$ cat src/hw/tlim_pkg.sv
/*
 * Constants, register map and carrier types of the two-level interrupt masking block.
 * Assumes a 32-bit AXI4-Lite register bus with one aligned word per register.
 */
`default_nettype none

package tlim_pkg;

	// ==========================================================================
	// Register indices as printed, byte address is four times the index
	// ==========================================================================
	localparam logic [31:0] IDX_SERIAL_IRQ_STATUS = 32'h0b00008a;
	localparam logic [31:0] IDX_SYSTEM_IRQ_MASK = 32'h0b00008c;
	localparam logic [31:0] IDX_TOUCH_IRQ_MASK = 32'h0b00008e;
	localparam logic [31:0] IDX_AUDIO_IRQ_MASK = 32'h0b000090;
	localparam logic [31:0] IDX_KEYBOARD_IRQ_MASK = 32'h0b000092;
	localparam logic [31:0] IDX_GPIO_IRQ_MASK = 32'h0b000094;
	localparam logic [31:0] IDX_SERIAL_IRQ_MASK = 32'h0b000096;
	localparam logic [31:0] IDX_BATTERY_IRQ_ROUTE = 32'h0b000098;
	localparam logic [31:0] IDX_SOFTWARE_IRQ_SET = 32'h0b00009a;
	localparam logic [31:0] ADDR_STRIDE = 32'h00000004;

	// ==========================================================================
	// Implemented (writable or defined) bits of each register
	// ==========================================================================
	localparam logic [15:0] BITS_SERIAL = 16'h3fff;
	localparam logic [15:0] BITS_SYSTEM = 16'h3fff;
	localparam logic [15:0] BITS_TOUCH = 16'h001f;
	localparam logic [15:0] BITS_AUDIO = 16'h000f;
	localparam logic [15:0] BITS_KEYBOARD = 16'h001f;
	localparam logic [15:0] BITS_GPIO = 16'h2fff;
	localparam logic [15:0] BITS_ROUTE = 16'h0001;
	localparam logic [15:0] BITS_SOFT = 16'h0001;
	localparam logic [15:0] RESET_VALUE = 16'h0000;

	// ==========================================================================
	// Level-1 bit positions
	// ==========================================================================
	localparam int unsigned L1_TOUCH_SUSPEND = 13;
	localparam int unsigned L1_KEYBOARD_SUSPEND = 12;
	localparam int unsigned L1_SOFTWARE = 11;
	localparam int unsigned L1_BUS_ERROR = 10;
	localparam int unsigned L1_SERIAL = 9;
	localparam int unsigned L1_GPIO = 8;
	localparam int unsigned L1_KEYBOARD = 7;
	localparam int unsigned L1_AUDIO = 6;
	localparam int unsigned L1_TOUCH = 5;
	localparam int unsigned L1_PC_CARD = 4;
	localparam int unsigned L1_EXT_TIMER = 3;
	localparam int unsigned L1_RTC_LONG = 2;
	localparam int unsigned L1_POWER = 1;
	localparam int unsigned L1_BATTERY = 0;

	// AXI response codes
	localparam logic [1:0] RESP_OKAY = 2'b00;
	localparam logic [1:0] RESP_SLVERR = 2'b10;

	// Peripheral request levels, held high until the peripheral clears its event
	typedef struct packed {
		logic [13:0] serial;             // Serial and debug-serial events
		logic [4:0] touch;               // Touch-panel events
		logic [3:0] audio;               // Audio events
		logic [4:0] keyboard;            // Keyboard events
		logic [13:0] gpio;               // Carrier-detect pin and general-purpose pins
		logic touch_suspend_irq;         // Touch panel in suspend mode
		logic keyboard_suspend_irq;      // Keyboard in suspend mode
		logic bus_error_irq;             // Bus error
		logic pc_card_irq;               // PC-card
		logic extended_timer_irq;        // Extended timer
		logic rtc_long_interval_irq;     // Long real-time-clock interval
		logic power_switch_irq;          // Power switch
		logic battery_irq;               // Low battery
	} tlim_req_s;

	// Interrupt lines toward the CPU core
	typedef struct packed {
		logic cpu_irq_line0;             // Shared maskable line
		logic cpu_irq_line1;             // Long-interval timer line
		logic cpu_nmi;                   // Non-maskable interrupt
	} tlim_irq_s;

endpackage

`default_nettype wire

$ cat src/hw/tlim_top.sv
/*
 * Two-level interrupt masking and routing with an AXI4-Lite register slave.
 * Assumes one clock, synchronous active-low reset, and peripherals that hold
 * each request level until they clear the event themselves.
 */
`timescale 1ns/10ps
`default_nettype none

// Contract
// RULE_01: Serial status bits 13..6 show serial events
// RULE_02: Serial status bits 5..0 show character, DMA events
// RULE_03: Serial status is read-only, both serial units
// RULE_04: Reserved bits read zero; software writes zero
// RULE_05: System mask bits 13,12 enable suspend interrupts
// RULE_06: System mask bits 11..5 enable software, bus, units
// RULE_07: System mask bits 4..0 enable card, timers, power
// RULE_08: Touch mask writable bits 4..0 only
// RULE_09: Audio mask writable bits 3..0 only
// RULE_10: Keyboard mask writable bits 4..0 only
// RULE_11: GPIO mask bits 13, 11..0; bit 12 reserved
// RULE_12: Serial mask bits 13..0 match status bits
// RULE_13: Route bit 1 selects line0, 0 selects NMI
// RULE_14: Battery goes to NMI after reset
// RULE_15: Software bit write raises or clears request
// RULE_16: All masks reset to zero
// RULE_17: Processor unmasks needed sources, always battery
// RULE_18: Level-2 status ANDed with mask, ORed upward
// RULE_19: Level-1 status ANDed with level-1 mask
// RULE_20: Timer to line1, battery routed, rest line0
// RULE_21: Status follows request, reads never clear
// RULE_22: 16-bit registers, read-only writes ignored, combinational outputs
module tlim_top
(
	// Clock and reset
	input wire logic clk_sys,
	input wire logic reset_n,
	// AXI4-Lite write address
	input wire logic [31:0] s_axi_awaddr,
	input wire logic s_axi_awvalid,
	output logic s_axi_awready,
	// AXI4-Lite write data
	input wire logic [31:0] s_axi_wdata,
	input wire logic [3:0] s_axi_wstrb,
	input wire logic s_axi_wvalid,
	output logic s_axi_wready,
	// AXI4-Lite write response
	output logic [1:0] s_axi_bresp,
	output logic s_axi_bvalid,
	input wire logic s_axi_bready,
	// AXI4-Lite read address
	input wire logic [31:0] s_axi_araddr,
	input wire logic s_axi_arvalid,
	output logic s_axi_arready,
	// AXI4-Lite read data
	output logic [31:0] s_axi_rdata,
	output logic [1:0] s_axi_rresp,
	output logic s_axi_rvalid,
	input wire logic s_axi_rready,
	// Peripheral requests
	input wire tlim_pkg::tlim_req_s irq_req,
	// CPU core interrupt lines
	output tlim_pkg::tlim_irq_s irq_out
);

	// ==========================================================================
	// Byte addresses of the registers
	// ==========================================================================
	localparam logic [31:0] A_SER_STAT = 32'(tlim_pkg::IDX_SERIAL_IRQ_STATUS * tlim_pkg::ADDR_STRIDE);
	localparam logic [31:0] A_SYS_MASK = 32'(tlim_pkg::IDX_SYSTEM_IRQ_MASK * tlim_pkg::ADDR_STRIDE);
	localparam logic [31:0] A_TCH_MASK = 32'(tlim_pkg::IDX_TOUCH_IRQ_MASK * tlim_pkg::ADDR_STRIDE);
	localparam logic [31:0] A_AUD_MASK = 32'(tlim_pkg::IDX_AUDIO_IRQ_MASK * tlim_pkg::ADDR_STRIDE);
	localparam logic [31:0] A_KEY_MASK = 32'(tlim_pkg::IDX_KEYBOARD_IRQ_MASK * tlim_pkg::ADDR_STRIDE);
	localparam logic [31:0] A_GIO_MASK = 32'(tlim_pkg::IDX_GPIO_IRQ_MASK * tlim_pkg::ADDR_STRIDE);
	localparam logic [31:0] A_SER_MASK = 32'(tlim_pkg::IDX_SERIAL_IRQ_MASK * tlim_pkg::ADDR_STRIDE);
	localparam logic [31:0] A_ROUTE = 32'(tlim_pkg::IDX_BATTERY_IRQ_ROUTE * tlim_pkg::ADDR_STRIDE);
	localparam logic [31:0] A_SOFT = 32'(tlim_pkg::IDX_SOFTWARE_IRQ_SET * tlim_pkg::ADDR_STRIDE);

	// ==========================================================================
	// Register state
	// ==========================================================================
	logic [15:0] serial_irq_status_q;  // Sampled serial request levels
	logic [15:0] system_irq_mask_q;    // Level-1 enables
	logic [15:0] touch_irq_mask_q;     // Touch-panel enables
	logic [15:0] audio_irq_mask_q;     // Audio enables
	logic [15:0] keyboard_irq_mask_q;  // Keyboard enables
	logic [15:0] gpio_irq_mask_q;      // General I/O enables
	logic [15:0] serial_irq_mask_q;    // Serial enables
	logic [15:0] battery_irq_route_q;  // Battery route select in bit 0
	logic [15:0] software_irq_set_q;   // Software request in bit 0
	logic [15:0] system_irq_status;    // Level-1 status, combinational
	logic [15:0] system_enabled;       // Level-1 status after mask

	// Bus slave state
	logic aw_got_q;                    // Write address held
	logic w_got_q;                     // Write data held
	logic [31:0] awaddr_q;             // Held write address
	logic [31:0] wdata_q;              // Held write data
	logic [3:0] wstrb_q;               // Held byte strobes
	logic bvalid_q;                    // Write response pending
	logic [1:0] bresp_q;               // Write response code
	logic rvalid_q;                    // Read data pending
	logic [1:0] rresp_q;               // Read response code
	logic [31:0] rdata_q;              // Read data
	logic do_write;                    // Both halves of a write present
	logic wr_hit;                      // Write address is mapped
	logic [15:0] rd_value;             // Read mux output
	logic rd_hit;                      // Read address is mapped

	// Merges a strobed write into a register, touching only implemented bits
	function automatic logic [15:0] merge_write
	(
		input logic [15:0] old_val,
		input logic [31:0] wdata,
		input logic [3:0] wstrb,
		input logic [15:0] impl
	);
		logic [15:0] lanes;
		lanes = {{8{wstrb[1]}}, {8{wstrb[0]}}} & impl;
		merge_write = (old_val & ~lanes) | (wdata[15:0] & lanes);
	endfunction

	// ==========================================================================
	// Write channel
	// ==========================================================================
	assign s_axi_awready = !aw_got_q && !bvalid_q;
	assign s_axi_wready = !w_got_q && !bvalid_q;
	assign s_axi_bvalid = bvalid_q;
	assign s_axi_bresp = bresp_q;
	assign do_write = aw_got_q && w_got_q && !bvalid_q;

	// Write address decode
	always_comb
	begin
		case (awaddr_q)
			A_SER_STAT, A_SYS_MASK, A_TCH_MASK, A_AUD_MASK, A_KEY_MASK,
			A_GIO_MASK, A_SER_MASK, A_ROUTE, A_SOFT: wr_hit = 1'b1;
			default: wr_hit = 1'b0;
		endcase
	end

	// Capture write address and data in either order
	always_ff @(posedge clk_sys)
	begin
		if (!reset_n)
		begin
			aw_got_q <= 1'b0;
			w_got_q <= 1'b0;
			awaddr_q <= 32'h00000000;
			wdata_q <= 32'h00000000;
			wstrb_q <= 4'h0;
		end
		else
		begin
			// Address taken
			if (s_axi_awvalid && s_axi_awready)
			begin
				aw_got_q <= 1'b1;
				awaddr_q <= s_axi_awaddr;
			end
			else if (do_write)
				aw_got_q <= 1'b0;
			// Data taken
			if (s_axi_wvalid && s_axi_wready)
			begin
				w_got_q <= 1'b1;
				wdata_q <= s_axi_wdata;
				wstrb_q <= s_axi_wstrb;
			end
			else if (do_write)
				w_got_q <= 1'b0;
		end
	end

	// Write response, error for an unmapped address
	always_ff @(posedge clk_sys)
	begin
		if (!reset_n)
		begin
			bvalid_q <= 1'b0;
			bresp_q <= tlim_pkg::RESP_OKAY;
		end
		else if (do_write)
		begin
			bvalid_q <= 1'b1;
			bresp_q <= wr_hit ? tlim_pkg::RESP_OKAY : tlim_pkg::RESP_SLVERR;
		end
		else if (s_axi_bready)
			bvalid_q <= 1'b0;
	end

	// ==========================================================================
	// Mask, route and software registers
	// ==========================================================================
	// Only implemented bits take a write; status writes are dropped
	always_ff @(posedge clk_sys)
	begin
		if (!reset_n)
		begin
			system_irq_mask_q <= tlim_pkg::RESET_VALUE;    // see RULE_16
			touch_irq_mask_q <= tlim_pkg::RESET_VALUE;
			audio_irq_mask_q <= tlim_pkg::RESET_VALUE;
			keyboard_irq_mask_q <= tlim_pkg::RESET_VALUE;
			gpio_irq_mask_q <= tlim_pkg::RESET_VALUE;
			serial_irq_mask_q <= tlim_pkg::RESET_VALUE;
			battery_irq_route_q <= tlim_pkg::RESET_VALUE;  // see RULE_14
			software_irq_set_q <= tlim_pkg::RESET_VALUE;
		end
		else if (do_write)
		begin
			case (awaddr_q)
				// Level-1 enables
				A_SYS_MASK: system_irq_mask_q <= merge_write(system_irq_mask_q, wdata_q,
					wstrb_q, tlim_pkg::BITS_SYSTEM);  // see RULE_05 see RULE_06 see RULE_07
				// Level-2 enables
				A_TCH_MASK: touch_irq_mask_q <= merge_write(touch_irq_mask_q, wdata_q,
					wstrb_q, tlim_pkg::BITS_TOUCH);  // see RULE_08
				A_AUD_MASK: audio_irq_mask_q <= merge_write(audio_irq_mask_q, wdata_q,
					wstrb_q, tlim_pkg::BITS_AUDIO);  // see RULE_09
				A_KEY_MASK: keyboard_irq_mask_q <= merge_write(keyboard_irq_mask_q, wdata_q,
					wstrb_q, tlim_pkg::BITS_KEYBOARD);  // see RULE_10
				A_GIO_MASK: gpio_irq_mask_q <= merge_write(gpio_irq_mask_q, wdata_q,
					wstrb_q, tlim_pkg::BITS_GPIO);  // see RULE_11
				A_SER_MASK: serial_irq_mask_q <= merge_write(serial_irq_mask_q, wdata_q,
					wstrb_q, tlim_pkg::BITS_SERIAL);  // see RULE_12
				// Battery route select
				A_ROUTE: battery_irq_route_q <= merge_write(battery_irq_route_q, wdata_q,
					wstrb_q, tlim_pkg::BITS_ROUTE);  // see RULE_13
				// Software request set or clear
				A_SOFT: software_irq_set_q <= merge_write(software_irq_set_q, wdata_q,
					wstrb_q, tlim_pkg::BITS_SOFT);  // see RULE_15
				// Status and unmapped addresses change nothing
				default:
				begin
				end
			endcase
		end
	end

	// ==========================================================================
	// Serial status
	// ==========================================================================
	// Follows the request levels of both serial units; reading never clears
	always_ff @(posedge clk_sys)
	begin
		if (!reset_n)
			serial_irq_status_q <= tlim_pkg::RESET_VALUE;
		else
			serial_irq_status_q <= {2'b00, irq_req.serial} & tlim_pkg::BITS_SERIAL;  // see RULE_01 see RULE_02 see RULE_03 see RULE_21
	end

	// ==========================================================================
	// Level-1 status and routing
	// ==========================================================================
	// Each unit's enabled level-2 bits fold into one level-1 bit
	always_comb
	begin
		system_irq_status = 16'h0000;
		system_irq_status[tlim_pkg::L1_TOUCH_SUSPEND] = irq_req.touch_suspend_irq;
		system_irq_status[tlim_pkg::L1_KEYBOARD_SUSPEND] = irq_req.keyboard_suspend_irq;
		system_irq_status[tlim_pkg::L1_SOFTWARE] = software_irq_set_q[0];  // see RULE_15
		system_irq_status[tlim_pkg::L1_BUS_ERROR] = irq_req.bus_error_irq;
		system_irq_status[tlim_pkg::L1_SERIAL] = |(serial_irq_status_q & serial_irq_mask_q);  // see RULE_18
		system_irq_status[tlim_pkg::L1_GPIO] = |({2'b00, irq_req.gpio} & gpio_irq_mask_q);  // see RULE_18
		system_irq_status[tlim_pkg::L1_KEYBOARD] = |({11'h000, irq_req.keyboard} & keyboard_irq_mask_q);
		system_irq_status[tlim_pkg::L1_AUDIO] = |({12'h000, irq_req.audio} & audio_irq_mask_q);
		system_irq_status[tlim_pkg::L1_TOUCH] = |({11'h000, irq_req.touch} & touch_irq_mask_q);
		system_irq_status[tlim_pkg::L1_PC_CARD] = irq_req.pc_card_irq;
		system_irq_status[tlim_pkg::L1_EXT_TIMER] = irq_req.extended_timer_irq;
		system_irq_status[tlim_pkg::L1_RTC_LONG] = irq_req.rtc_long_interval_irq;
		system_irq_status[tlim_pkg::L1_POWER] = irq_req.power_switch_irq;
		system_irq_status[tlim_pkg::L1_BATTERY] = irq_req.battery_irq;
	end

	// Only enabled level-1 requests go on
	assign system_enabled = system_irq_status & system_irq_mask_q;  // see RULE_19

	// Long-interval timer to line1, battery by route, all others shared on line0
	always_comb
	begin
		irq_out.cpu_irq_line1 = system_enabled[tlim_pkg::L1_RTC_LONG];  // see RULE_20
		irq_out.cpu_nmi = system_enabled[tlim_pkg::L1_BATTERY] && !battery_irq_route_q[0];  // see RULE_13
		irq_out.cpu_irq_line0 = |(system_enabled & ~(16'h0001 << tlim_pkg::L1_RTC_LONG)
			& ~(16'h0001 << tlim_pkg::L1_BATTERY))
			|| (system_enabled[tlim_pkg::L1_BATTERY] && battery_irq_route_q[0]);  // see RULE_20 see RULE_22
	end

	// ==========================================================================
	// Read channel
	// ==========================================================================
	assign s_axi_arready = !rvalid_q;
	assign s_axi_rvalid = rvalid_q;
	assign s_axi_rdata = rdata_q;
	assign s_axi_rresp = rresp_q;

	// Read mux, unimplemented bits are zero by construction
	always_comb
	begin
		rd_hit = 1'b1;
		case (s_axi_araddr)
			A_SER_STAT: rd_value = serial_irq_status_q;  // see RULE_03
			A_SYS_MASK: rd_value = system_irq_mask_q;
			A_TCH_MASK: rd_value = touch_irq_mask_q;
			A_AUD_MASK: rd_value = audio_irq_mask_q;
			A_KEY_MASK: rd_value = keyboard_irq_mask_q;
			A_GIO_MASK: rd_value = gpio_irq_mask_q;
			A_SER_MASK: rd_value = serial_irq_mask_q;
			A_ROUTE: rd_value = battery_irq_route_q;
			A_SOFT: rd_value = software_irq_set_q;
			default:
			begin
				rd_value = 16'h0000;
				rd_hit = 1'b0;
			end
		endcase
	end

	// Read data register, upper half reads zero
	always_ff @(posedge clk_sys)
	begin
		if (!reset_n)
		begin
			rvalid_q <= 1'b0;
			rdata_q <= 32'h00000000;
			rresp_q <= tlim_pkg::RESP_OKAY;
		end
		else if (s_axi_arvalid && s_axi_arready)
		begin
			rvalid_q <= 1'b1;
			rdata_q <= {16'h0000, rd_value};  // see RULE_04 see RULE_22
			rresp_q <= rd_hit ? tlim_pkg::RESP_OKAY : tlim_pkg::RESP_SLVERR;
		end
		else if (s_axi_rready)
			rvalid_q <= 1'b0;
	end
endmodule // tlim_top

`default_nettype wire

$ cat config.mk
export PLATFORM = sky130hd
export DESIGN_NAME = tlim_top
export DESIGN_NICKNAME = d
export VERILOG_FILES = /design/src/hw/tlim_pkg.sv /design/src/hw/tlim_top.sv
export SDC_FILE = /design/constraint.sdc
export NUM_CORES = 1
export LEC_CHECK = 0
export ABC_AREA = 1
export CORE_MARGIN = 2
export CORE_UTILIZATION = 53
export CTS_BUF_LIST = sky130_fd_sc_hd__clkbuf_4 sky130_fd_sc_hd__clkbuf_8 sky130_fd_sc_hd__clkbuf_16
export CTS_CLUSTER_SIZE = 24
export DETAILED_ROUTE_END_ITERATION = 7
export DONT_BUFFER_PORTS = 1
export PLACE_DENSITY = 0.68
export SKIP_CTS_REPAIR_TIMING = 1
export SLEW_MARGIN = 25
export SYNTH_ARGS = -nofsm -noshare
export SYNTH_HDL_FRONTEND = slang
export SYNTH_SLANG_ARGS = --single-unit
$ cat constraint.sdc
create_clock -name clk_sys -period 3.6 [get_ports clk_sys]
set_input_delay 1.08 -clock clk_sys [delete_from_list [all_inputs] [get_ports clk_sys]]
set_output_delay 1.08 -clock clk_sys [all_outputs]
set_load 0.02 [all_outputs]
* After elaboration in Yosys (flattened, before gate mapping)
Index checks and enable logic that the tools add are counted.
W data, S select, Z words.
** Cells by class
- Eq/ne operators :: 18
- Multiplexer cells :: 12
- Bitwise gates (word level) :: 32
- Reductions and logical operators :: 35
** Operators with widths (number)
- $eq A32 B30 Y1 const B :: 18
- $and A16 B16 Y16 :: 9
- $pmux W16 S9 :: 1
- $or A16 B16 Y16 :: 8
- $reduce_or A16 Y1 :: 5
- $and A14 B16 Y16 :: 2
- $and A16 B14 Y16 :: 2
- $and A5 B16 Y16 :: 2
- $not A14 Y16 :: 2
- $reduce_or A9 Y1 :: 2
- $and A16 B1 Y16 :: 1
- $and A16 B4 Y16 :: 1
- $and A16 B5 Y16 :: 1
- $and A4 B16 Y16 :: 1
- $not A1 Y16 :: 1
- $not A4 Y16 :: 1
- $not A5 Y16 :: 1
- $reduce_and A2 Y1 :: 8
- $reduce_or A14 Y1 :: 1
- $logic_and A1 B1 Y1 :: 9
- $mux W1 :: 9
- $reduce_bool A2 Y1 :: 4
- $logic_not A1 Y1 :: 5
- $mux W2 :: 2
- $logic_or A1 B1 Y1 :: 1
** Storage, ports and cells
- Register bits after elaboration :: 218
- Bits of input ports :: 157
- Output and inout port bits :: 44
- Word-level logic and storage cells :: 117

* Depth between registers and ports, before layout
Gate-level depths: netlist of the first run.
- Depth after elaboration :: 5
- Depth in mapped cells :: 13

* Worst setup path before layout of the first run
No wires, ideal clock.
- Path type :: input-to-output
- From :: input irq_req[22] (netlist name)
- To :: output irq_out[2] (netlist name)
- Arrival time :: 1.886 ns
- Slack :: 0.634 ns
- Cell stages on the path :: 5
- Cell sequence :: a22o_1 -> o21ai_0 -> nand2_1 -> a211oi_1 -> nand3_1
** RTL lines
- start: declaration :: line tlim_top.sv:60 : input wire tlim_pkg::tlim_req_s irq_req,
- end: declaration :: line tlim_top.sv:62 : output tlim_pkg::tlim_irq_s irq_out

==> results of run 1 <==
## area by class of cell
class                   instances  share of cell area, %
multi-input cells             704                   43.1
clock inverters                 7                   1.19
inverters                     166                   8.35
clock buffers                  24                   6.74
repair buffers                  4                  0.402
flip-flops and latches        139                   37.3
well taps                     172                   2.88
## cell usage in the layout (no fill, tap or decap), types with 2 or more instances in the layout
cell type  netlist  final
nand2_1        228    228
inv_1          164    164
nor2_1         165    164
dfxtp_1        139    139
o21ai_0         86     86
a21oi_1         59     59
nand3_1         47     47
nand4_1         35     35
conb_1           1     20
clkbuf_16        0     17
o21ai_1         14     14
o21a_1           9      9
nor3_1           8      8
nor4_1           5      5
nor2_4           4      4
a221oi_1         4      4
clkbuf_8         0      4
clkinv_2         0      4
buf_4           20      4
nand3_4          3      3
nor2_2           2      3
nand3_2          3      3
a22o_1           3      3
clkbuf_4         0      3
inv_2            2      2
nor3_2           2      2
bufinv_16        0      2
## worst min-delay path, delay by kind of cell, from the launching register on
kind,cells,cell delay [ps]
flip-flops,1,290
buffers and inverters,1,80
AO/OA/AOI/OAI,1,60
## report_power, final
group	total (mW)	internal, mW	switching (mW)	leakage (nW)
clock network	1.73	1.11	0.621	0.300
registers	1.67	1.60	0.0638	1.14
logic	0.235	0.0697	0.166	1.77
## metal layers
layer | part of all wire, % | vias to the layer above | GRT usage (%)
li1 | - | 3252 | -
met1 | 46 | 2689 | 32.7
met2 | 44 | 198 | 38.2
met3 | 7.2 | 34 | 6.93
met4 | 3.1 | 0 | 12.0
met5 | 0 | - | 0
## synth_stat cells, types with 4 or more instances
library cell  count
o21ai_1          14
buf_4            20
o21a_1            9
nor2_4            4
buf_2             5
nor2_1          165
dfxtp_1         139
clkbuf_1         27
a221oi_1          4
inv_1           164
o21ai_0          86
nand2_1         228
nor3_1            8
nand4_1          35
nor4_1            5
a21oi_1          59
nand3_1          47
## path summary, 6_finish.rpt
path                                  start                  endpoint  slack, ps  cells past startpoint
hold reg to reg    awaddr_q[9]$_SDFFE_PN0P_  awaddr_q[9]$_SDFFE_PN0P_        470                      2
setup reg to reg  s_axi_bvalid$_SDFFE_PN0P_                      flop       1510                      6
hold / removal     awaddr_q[9]$_SDFFE_PN0P_  awaddr_q[9]$_SDFFE_PN0P_        470                      2
setup / recovery                irq_req[22]                irq_out[2]        390                      6
## kinds of logic after synthesis
kind of cell / count (synthesis) / share of synthesized area [%]
and+or+nand+nor: 505 / 31.9
buffers and inverters: 221 / 13.6
DFF: 139 / 40.6
other: 1 / 0.0547
AOI/OAI and AO/OA: 179 / 13.9
## stage by stage
stage / std cells / utilization, % / area, um2 / power, mW / setup WS (ps)
3_3_place_gp: 1185 / 54.4 / 6870 / 1.93 / 395
6_report: 1216 / 59.1 / 7460 / 3.63 / 390
2_1_floorplan: 1064 / - / 6930 / 1.91 / 634
5_1_grt: 1216 / 59.1 / 7460 / 3.78 / 222
3_5_place_dp: 1185 / 54.4 / 6870 / 1.94 / 398
4_1_cts: 1216 / 59.1 / 7460 / 3.66 / 402
==> metrics, run 1 <==
Final period util=89.2%; kind of cell adding the most delay to the critical path=compound AO/OA/AOI/OAI gates; CTS tree=yes; fillers=1318; Synth area leader=dfxtp_1; GR Overflow Total=0; Die ar.=0.0139 mm2; GRT Util Overall=25.0%; Multi-input gate area=0.00322 mm2; Detail Placement HPWL=12.5 mm; LEAKAGE=3.21 nW; CP Max Fanout=1; Final setup viols=0; setup TNS=0 ps; RePlAce Congestion=0.871; wire per inst=14.1 um; cells after synthesis=1045; maxcap violations=0; CP bufs+invs=1; CP max stage delay=220 ps; max-slew violation count=0; vias per cell=5.08; FF+latch area=0.00278 mm2; first-pass GRT wire length=27.6 mm; largest net degree at the start of global routing=104; H-tree depth=4; initial DRC count=443; WS Path Type=input pin to output pin; library cells used by synthesis=32; EDFF count, synth=0; yosys warns=0; number of global-route vias before repair=5572; worst endpoint required time=2520 ps; Post-Syn Area=0.00686 mm2; layout cells sized above 1=5.17%; worst-margin pin slew=726 ps; Final nets=1189; area of the core=0.0126 mm2; mean area per synthesized cell=6.56 um2; cell breakdown of the critical path=a22o_1 -> o21ai_0 -> nand2_1 -> a211oi_1 -> buf_4 -> nand3_1; PwrDens=487 mW/mm2; crit end category=output pin; Die X=118 um; initial antenna violation count=0; Peak supply drop=0.333 mV; minimum clock period=3210 ps; Sink Count=139; Worst Setup Start Kind=input pin; Clock transition at path regs=50 ps; starting density of the core=54.4%; post-route ant nets=0; crit path DAT=2130 ps; top post-synthesis cells by area=dfxtp_1 41%, nand2_1 12%, nor2_1 9.0%; WL final=17.2 mm; die height=118 um; num ports=201; ys async rst share=0%; RSZ-0062 raised after global routing=false; CTS root buf=clkbuf_16; clock buffer count from CTS=17; status=finished clean; DRC=0; Antenna Diode Count=0; hold_ws=475 ps; clock latency on the worst-skew pair=420 ps; sequential area share after synthesis=40.6%; area grow syn2layout=8.75%; Post-synth top flop=dfxtp_1; vias after detailed routing=6173; skew final=12.7 ps; First-pass DRT Iterations=5; slowest CP cell=a211oi_1; type of the tightest min-delay check=flop to flop; register bit total from synthesis=139; Peak Freq=0.311 GHz; Hold Vio Cnt, Final=0; Max Buffers Root-to-Sink=2; num rows=41; post-synth top area share=40.6%; Max-slew headroom=51.4%; number of I/O port buffers=0
(Power assumes the default switching activity.)
==> run 2, diff against run 1 <==
--- a/config.mk
+++ b/config.mk
@@ -8,4 +8,6 @@
 export ABC_AREA = 1
+export CELL_PAD_IN_SITES_DETAIL_PLACEMENT = 1
+export CELL_PAD_IN_SITES_GLOBAL_PLACEMENT = 2
 export CORE_MARGIN = 2
-export CORE_UTILIZATION = 53
+export CORE_UTILIZATION = 36
 export CTS_BUF_LIST = sky130_fd_sc_hd__clkbuf_4 sky130_fd_sc_hd__clkbuf_8 sky130_fd_sc_hd__clkbuf_16
@@ -14,3 +16,3 @@
 export DONT_BUFFER_PORTS = 1
-export PLACE_DENSITY = 0.68
+export PLACE_DENSITY_LB_ADDON = 0.1
 export SKIP_CTS_REPAIR_TIMING = 1
==> constraint.sdc (replaced) <==
create_clock -name clk_sys -period 3.6 [get_ports clk_sys]
set_input_delay 0.18 -clock clk_sys [delete_from_list [all_inputs] [get_ports clk_sys]]
set_output_delay 0.18 -clock clk_sys [all_outputs]
set_load 0.02 [all_outputs]
==> run 2 against run 1 <==
The run now ends with negative hold slack left. First-iteration DRC count decreased by 33%. Register-to-register slack got worse by 20 ps. Global-route usage is 4.2 points lower. Cell count up 11%.
==> metrics, run 2 (synthesized netlist as in run 1, its figures left out) <==
crit end category=output pin; most common cell after layout, fill and taps aside=nand2_1; overall power=3.86 mW (+6.2%); worst endpoint required time=3420 ps (+900 ps); WL final=21.7 mm (+27%); Worst Setup Start Kind=flop; Final setup viols=0 (unchanged); initial antenna violation count=0 (unchanged); WS Path Type=flop to output pin; area of the core=0.0187 mm2 (+48%); Worst Min Path Start=s_axi_awaddr[9]; CP max stage delay=420 ps (+200 ps); Max-slew headroom=46.0% (-5.4 points); GR Overflow Total=0 (unchanged); First-pass DRT Iterations=4 (-1); maxcap violations=0 (unchanged); Max Buffers Root-to-Sink=2 (unchanged); Peak supply drop=0.288 mV (-14%); H-tree depth=4 (unchanged); r2r setup slk=1490 ps (-20 ps); minimum clock period=2190 ps (-1020 ps); number of I/O port buffers=0 (unchanged); die height=142 um (+21%); first-pass GRT wire length=32.6 mm (+18%); Clock transition at path regs=70 ps (+20 ps); failing checks=negative hold slack; num rows=50 (+22%); depth of the worst hold-timing path=2 (unchanged); starting density of the core=36.7% (-18 points); crit path DAT=2010 ps (-120 ps); initial DRC count=297 (-33%); clock latency on the worst-skew pair=420 ps (about the same); CP Max Fanout=3 (+2); vias per cell=4.83 (-4.8%); cell breakdown of the critical path=nand2_1 -> nand2_1 -> a21oi_1 -> nand3_1 -> a211oi_1 -> nand3_1; worst-margin pin slew=806 ps (+80.5 ps); CTS tree=yes; LEAKAGE=3.49 nW (+8.7%); Finished Core Util=44.2% (-15 points); DRC=0 (unchanged); Detail Placement HPWL=15.4 mm (+24%); Die X=142 um (+21%); clock buffer count from CTS=17 (unchanged); CTS root buf=clkbuf_16; commonest non-fill, non-tap cells in the layout=228 x nand2_1, 164 x inv_1, 164 x nor2_1; setup TNS=0 ps (unchanged); PwrDens=466 mW/mm2 (-4.2%); skew final=7.91 ps (-4.79 ps); Antenna Diode Count=0 (unchanged); Hold Vio Cnt, Final=7 (+7); number of global-route vias before repair=6133 (+10%); type of the tightest min-delay check=input pin to flop; max-slew violation count=0 (unchanged); kind of cell adding the most delay to the critical path=compound AO/OA/AOI/OAI gates; largest net degree at the start of global routing=104 (unchanged); RSZ-0062 raised after global routing=false; layout cells sized above 1=4.85% (-0.32 points); Final nets=1257 (+5.7%); status=complete, but fails checks; hold_ws=-38.5 ps (-513 ps); WHS Endpoint=awaddr_q[9]$_SDFFE_PN0P_; post-route ant nets=0 (unchanged); Final period util=60.9% (-28 points); Peak Freq=0.456 GHz (+46%); GRT Util Overall=20.9% (-4.2 points); area grow syn2layout=20.6%; num ports=201 (unchanged); slowest CP cell=a211oi_1; final instance area=0.00827 mm2 (+11%); R2R Path Start=s_axi_bvalid$_SDFFE_PN0P_; vias after detailed routing=6512 (+5.5%); wire per inst=16.1 um (+14%); Post-DP Area=0.00693 mm2 (+0.91%); CP bufs+invs=0 (-1); RePlAce Congestion=0.788 (-9.6%); worst r2r path cells=6 (unchanged); Sink Count=139 (unchanged); Die ar.=0.0202 mm2 (+45%)
[run 2: changes by cell type in the layout (fill, tap and decap cells not counted), sizes merged]
cell         previous run  this run
buf                     4         3
bufinv                  2         3
clkbuf                 24        18
clkinv                  5         4
clkinvlp                0         1
dlygate4sd3             0        69
inv                   166       172
[run 2: how the worst max path moves through the flow]
stage | cells past startpoint | to | from | slack, ps
4_1_cts | 6 | irq_out[2] | flop | 1370
5_1_grt | 8 | flop | awaddr_q[14]$_SDFFE_PN0P_ | 1140
3_3_place_gp | 6 | flop | s_axi_bvalid$_SDFFE_PN0P_ | 1490
2_1_floorplan | 7 | wdata_q[10]$_SDFFE_PN0P_ | s_axi_bvalid$_SDFFE_PN0P_ | 1930
6_report | 6 | irq_out[2] | flop | 1410
3_5_place_dp | 6 | flop | s_axi_bvalid$_SDFFE_PN0P_ | 1490
[run 2: report_power, final]
part           internal (mW)  total, mW  switching [mW]  leakage (nW)
logic                  0.121      0.317           0.196          2.05
clock network           1.13       1.87           0.742         0.306
registers               1.60       1.67          0.0683          1.14
[run 2: area by class of cell]
| class | count | area (um2) |
|---|---|---|
| clock buffer | 18 | 439 |
| clock inverter | 14 | 183 |
| fill | 2427 | 10400 |
| inverter | 166 | 623 |
| multi-input combinational | 704 | 3220 |
| sequential | 139 | 2780 |
| tap | 234 | 293 |
| timing repair buffer | 72 | 733 |
[run 2: metal layers]
metal | routed length [um] | vias up | track usage, %
met2 | 10000 | 139 | 33.5
met4 | 257 | 0 | 5.68
met1 | 10600 | 2969 | 28.0
met5 | 0 | - | 0
met3 | 846 | 21 | 5.05
li1 | - | 3383 | -
[run 2: worst register-to-register path: cells and delay by family, from the launching register on]
family                 cells  cell delay [ps]
and+or+nand+nor            4             1090
DFF                        1              430
AOI/OAI and AO/OA          1              260
buffers and inverters      1              220
[run 2: metrics by stage]
step                setup slack (ps)  hold slack, ps  std cells
global route                    1140           0.943       1347
floorplan                       1930             278       1064
global placement                1490             281       1245
detailed placement              1490             284       1245
CTS                             1370            -158       1277
finish                          1410           -38.5       1347
==> run 3, diff against run 2 <==
- ABC_AREA: 1 -> 0
- CORE_UTILIZATION: 36 -> 33
- clock period: 3.6 -> 1.76 ns (I/O delays scaled with it)
==> run 3 against run 2 <==
The run ends with negative setup slack left. Final area rose by 5.0%. Clock skew is essentially flat. Setup slack worse by 1600 ps. Critical path depth did not move. Worst hold slack better by 56 ps. Clock-buffer cell count is 3 higher. Flip-flop and latch count unchanged. Critical path type unchanged. Largest cell class unchanged. Largest power group unchanged. Highest routed layer unchanged.
==> metrics, run 3 <==
overall power=7.73 mW (+100%); status=complete, but fails checks; Antenna Diode Count=0 (unchanged); Post-Synth Adder-Cell Area=0% (unchanged); largest family of logic cells by synthesized area=simple AND/OR/NAND/NOR gates; slowest CP cell=dfxtp_1; EDFF count, synth=0 (unchanged); kind of cell adding the most delay to the critical path=compound AO/OA/AOI/OAI gates; WHS Endpoint=s_axi_rdata[4]$_SDFFE_PN0P_; clock latency on the worst-skew pair=420 ps (about the same); Peak Freq=0.514 GHz; initial DRC count=227 (-24%); CP bufs+invs=1 (+1); Post-Syn Area=0.00645 mm2 (-6.0%); RSZ-0062 raised after global routing=true; final instance area=0.00869 mm2 (+5.0%); Synth area leader=dfxtp_1; H-tree depth=4 (unchanged); vias after detailed routing=5784 (-11%); Clock transition at path regs=60 ps (about the same); Max-slew headroom=60.6% (+15 points); CP Max Fanout=2 (-1); Synth Area in Simple Gates=25.6% (-6.3 points); WS Path Type=flop to output pin; proportion of synthesized area in mux cells=10.3% (+10 points); RePlAce Congestion=0.859 (+9.0%); top post-synthesis cells by area=dfxtp_1 43%, nand2_1 11%, mux2i_1 10%; type of the tightest min-delay check=input pin to flop; r2r setup slk=-100 ps (-1590 ps); yosys warns=0 (unchanged); skew final=7.65 ps (-0.261 ps); XOR/XNOR Fraction of Synth Area=0.136% (+0.14 points); initial antenna violation count=0 (unchanged); sequential area share after synthesis=43.1% (+2.6 points); failing checks=negative setup slack; Worst Setup Start Kind=flop; cell breakdown of the critical path=a22o_1 -> a221oi_2 -> nand3_1 -> o21ai_1 -> nand4_1 -> buf_4; ys async rst share=0% (unchanged); Post-DP Area=0.00695 mm2 (+0.31%); CP max stage delay=320 ps (-100 ps); die height=144 um (+1.2%); worst r2r path cells=7 (+1); Finished Core Util=44.9% (+0.70 points); Detail Placement HPWL=16.2 mm (+4.9%); Final period util=111%; DRC=0 (unchanged); Synth Area in Compound Gates=15.7% (+1.8 points); routed wl met2=10.5 mm (+4.3%); fin cells=1118 (-17%); PwrDens=890 mW/mm2 (+91%); area of the core=0.0193 mm2 (+3.4%); crit path DAT=1860 ps (-150 ps); Die ar.=0.0207 mm2 (+2.5%); minimum clock period=1950 ps; Post-synth top flop=dfxtp_1; worst-margin pin slew=589 ps (-217 ps); library cells used by synthesis=50 (+56%); commonest non-fill, non-tap cells in the layout=186 x nand2_1, 131 x dfxtp_1, 92 x dlygate4sd3_1; first-pass GRT wire length=31.4 mm (-3.6%); hold_ws=17.4 ps (+55.9 ps); post-route ant nets=0 (unchanged); Final setup viols=53 (+53); worst endpoint required time=1670 ps (-1750 ps); crit end category=output pin; DP Cell Count=990 (-20%); mean area per synthesized cell=8.94 um2 (+36%); largest net degree at the start of global routing=143 (+38%); depth of the worst hold-timing path=3 (+1); WL met3=1.41 mm (+67%); cells after synthesis=722 (-31%); maxcap violations=0 (unchanged); WL final=22.0 mm (+1.4%); max-slew violation count=0 (unchanged); First-pass DRT Iterations=7 (+3); vias per cell=5.17 (+7.0%); clock buffer count from CTS=17 (unchanged); Worst path depth=6 (unchanged); Sink Count=139 (unchanged); R2R Path Start=awaddr_q[28]$_SDFFE_PN0P_; register bit total from synthesis=139 (unchanged); Die X=144 um (+1.2%); area grow syn2layout=34.6%; top-count cell post-synth=nand2_1; top routing layer in use=met4; most common cell after layout, fill and taps aside=nand2_1; number of global-route vias before repair=5661 (-7.7%); layout cells sized above 1=14.3% (+9.5 points); num ports=201 (unchanged); Worst Min Path Start=s_axi_arvalid; Max Buffers Root-to-Sink=2 (unchanged); slack of the critical path=-185 ps (-1590 ps); starting density of the core=33.4% (-3.3 points); M1 wire length=9.70 mm (-8.4%); num rows=51 (+2.0%); CTS root buf=clkbuf_16; post-synth top area share=43.1% (+2.6 points); Hold Vio Cnt, Final=0 (-7); GR Overflow Total=0 (unchanged); Post-synth top cells=186 x nand2_1, 139 x dfxtp_1, 65 x mux2i_1, 50 x a21boi_0, 36 x clkbuf_1; number of I/O port buffers=0 (unchanged); GRT Util Overall=20.3% (-0.56 points); LEAKAGE=3.50 nW (+0.32%); Peak supply drop=0.654 mV (+130%); CTS tree=yes; Final nets=997 (-21%); wire per inst=19.7 um (+22%)
-- run 3: changes by cell type after synthesis, sizes merged, moves of 43 or more --
cell	previous run	this run
o21ai	100	20
nor2	171	14
nand2	229	186
a21oi	59	4
a21boi	0	50
mux2i	0	65
nand3	53	8
inv	166	5
-- run 3: how the worst max path moves through the flow --
stage | startpoint | slack (ps) | to
after floorplan | awaddr_q[28]$_SDFFE_PN0P_ | -40 | flop
after global placement | awaddr_q[0]$_SDFFE_PN0P_ | -90 | flop
after detailed placement | awaddr_q[27]$_SDFFE_PN0P_ | -150 | flop
after CTS | serial_irq_status_q[9]$_SDFF_PN0_ | -370 | irq_out[2]
after global routing | flop | -250 | irq_out[2]
final | serial_irq_status_q[9]$_SDFF_PN0_ | -190 | irq_out[2]
-- run 3: worst reg2reg max path, delay by kind of cell (launching register included) --
| family | cells | cell delay [ps] |
|---|---|---|
| multiplexers | 1 | 210 |
| AND/OR/NAND/NOR | 4 | 840 |
| flip-flops | 1 | 330 |
| buffers and inverters | 2 | 350 |
-- run 3: cell type report --
type | count | area (um2)
Clock inverter | 11 | 145
Timing Repair Buffer | 142 | 1380
Inverter | 5 | 18.8
Multi-Input combinational cell | 535 | 3550
Clock buffer | 21 | 462
Sequential cell | 139 | 2790
Fill cell | 2249 | 10600
Tap cell | 265 | 332
-- run 3: layer usage --
layer | vias up | global-route usage (%)
li1 | 2761 | -
met1 | 2789 | 25.8
met2 | 207 | 33.4
met3 | 27 | 5.36
met4 | 0 | 6.76
met5 | - | 0
-- run 3: metrics by stage --
stage               setup TNS [ps]  worst slack [ps]
finish                       -2220              -185
global route                 -6890              -245
CTS                          -3530              -373
detailed placement           -2500              -152
global placement              -921             -85.2
floorplan                     -625             -39.1
-- run 3: kinds of logic (layout without fill, tap and decap cells) --
logic type	Yosys count	after routing
and+or+nand+nor	311	311
buffers and inverters	67	179
other	1	20
muxes	66	66
DFF	139	139
AOI/OAI and AO/OA	137	137
xor gates and xnor gates	1	1
-- run 3: power by group --
| part | internal [mW] | switching [mW] |
|---|---|---|
| registers | 3.26 | 0.107 |
| logic | 0.321 | 0.362 |
| clock network | 2.31 | 1.38 |
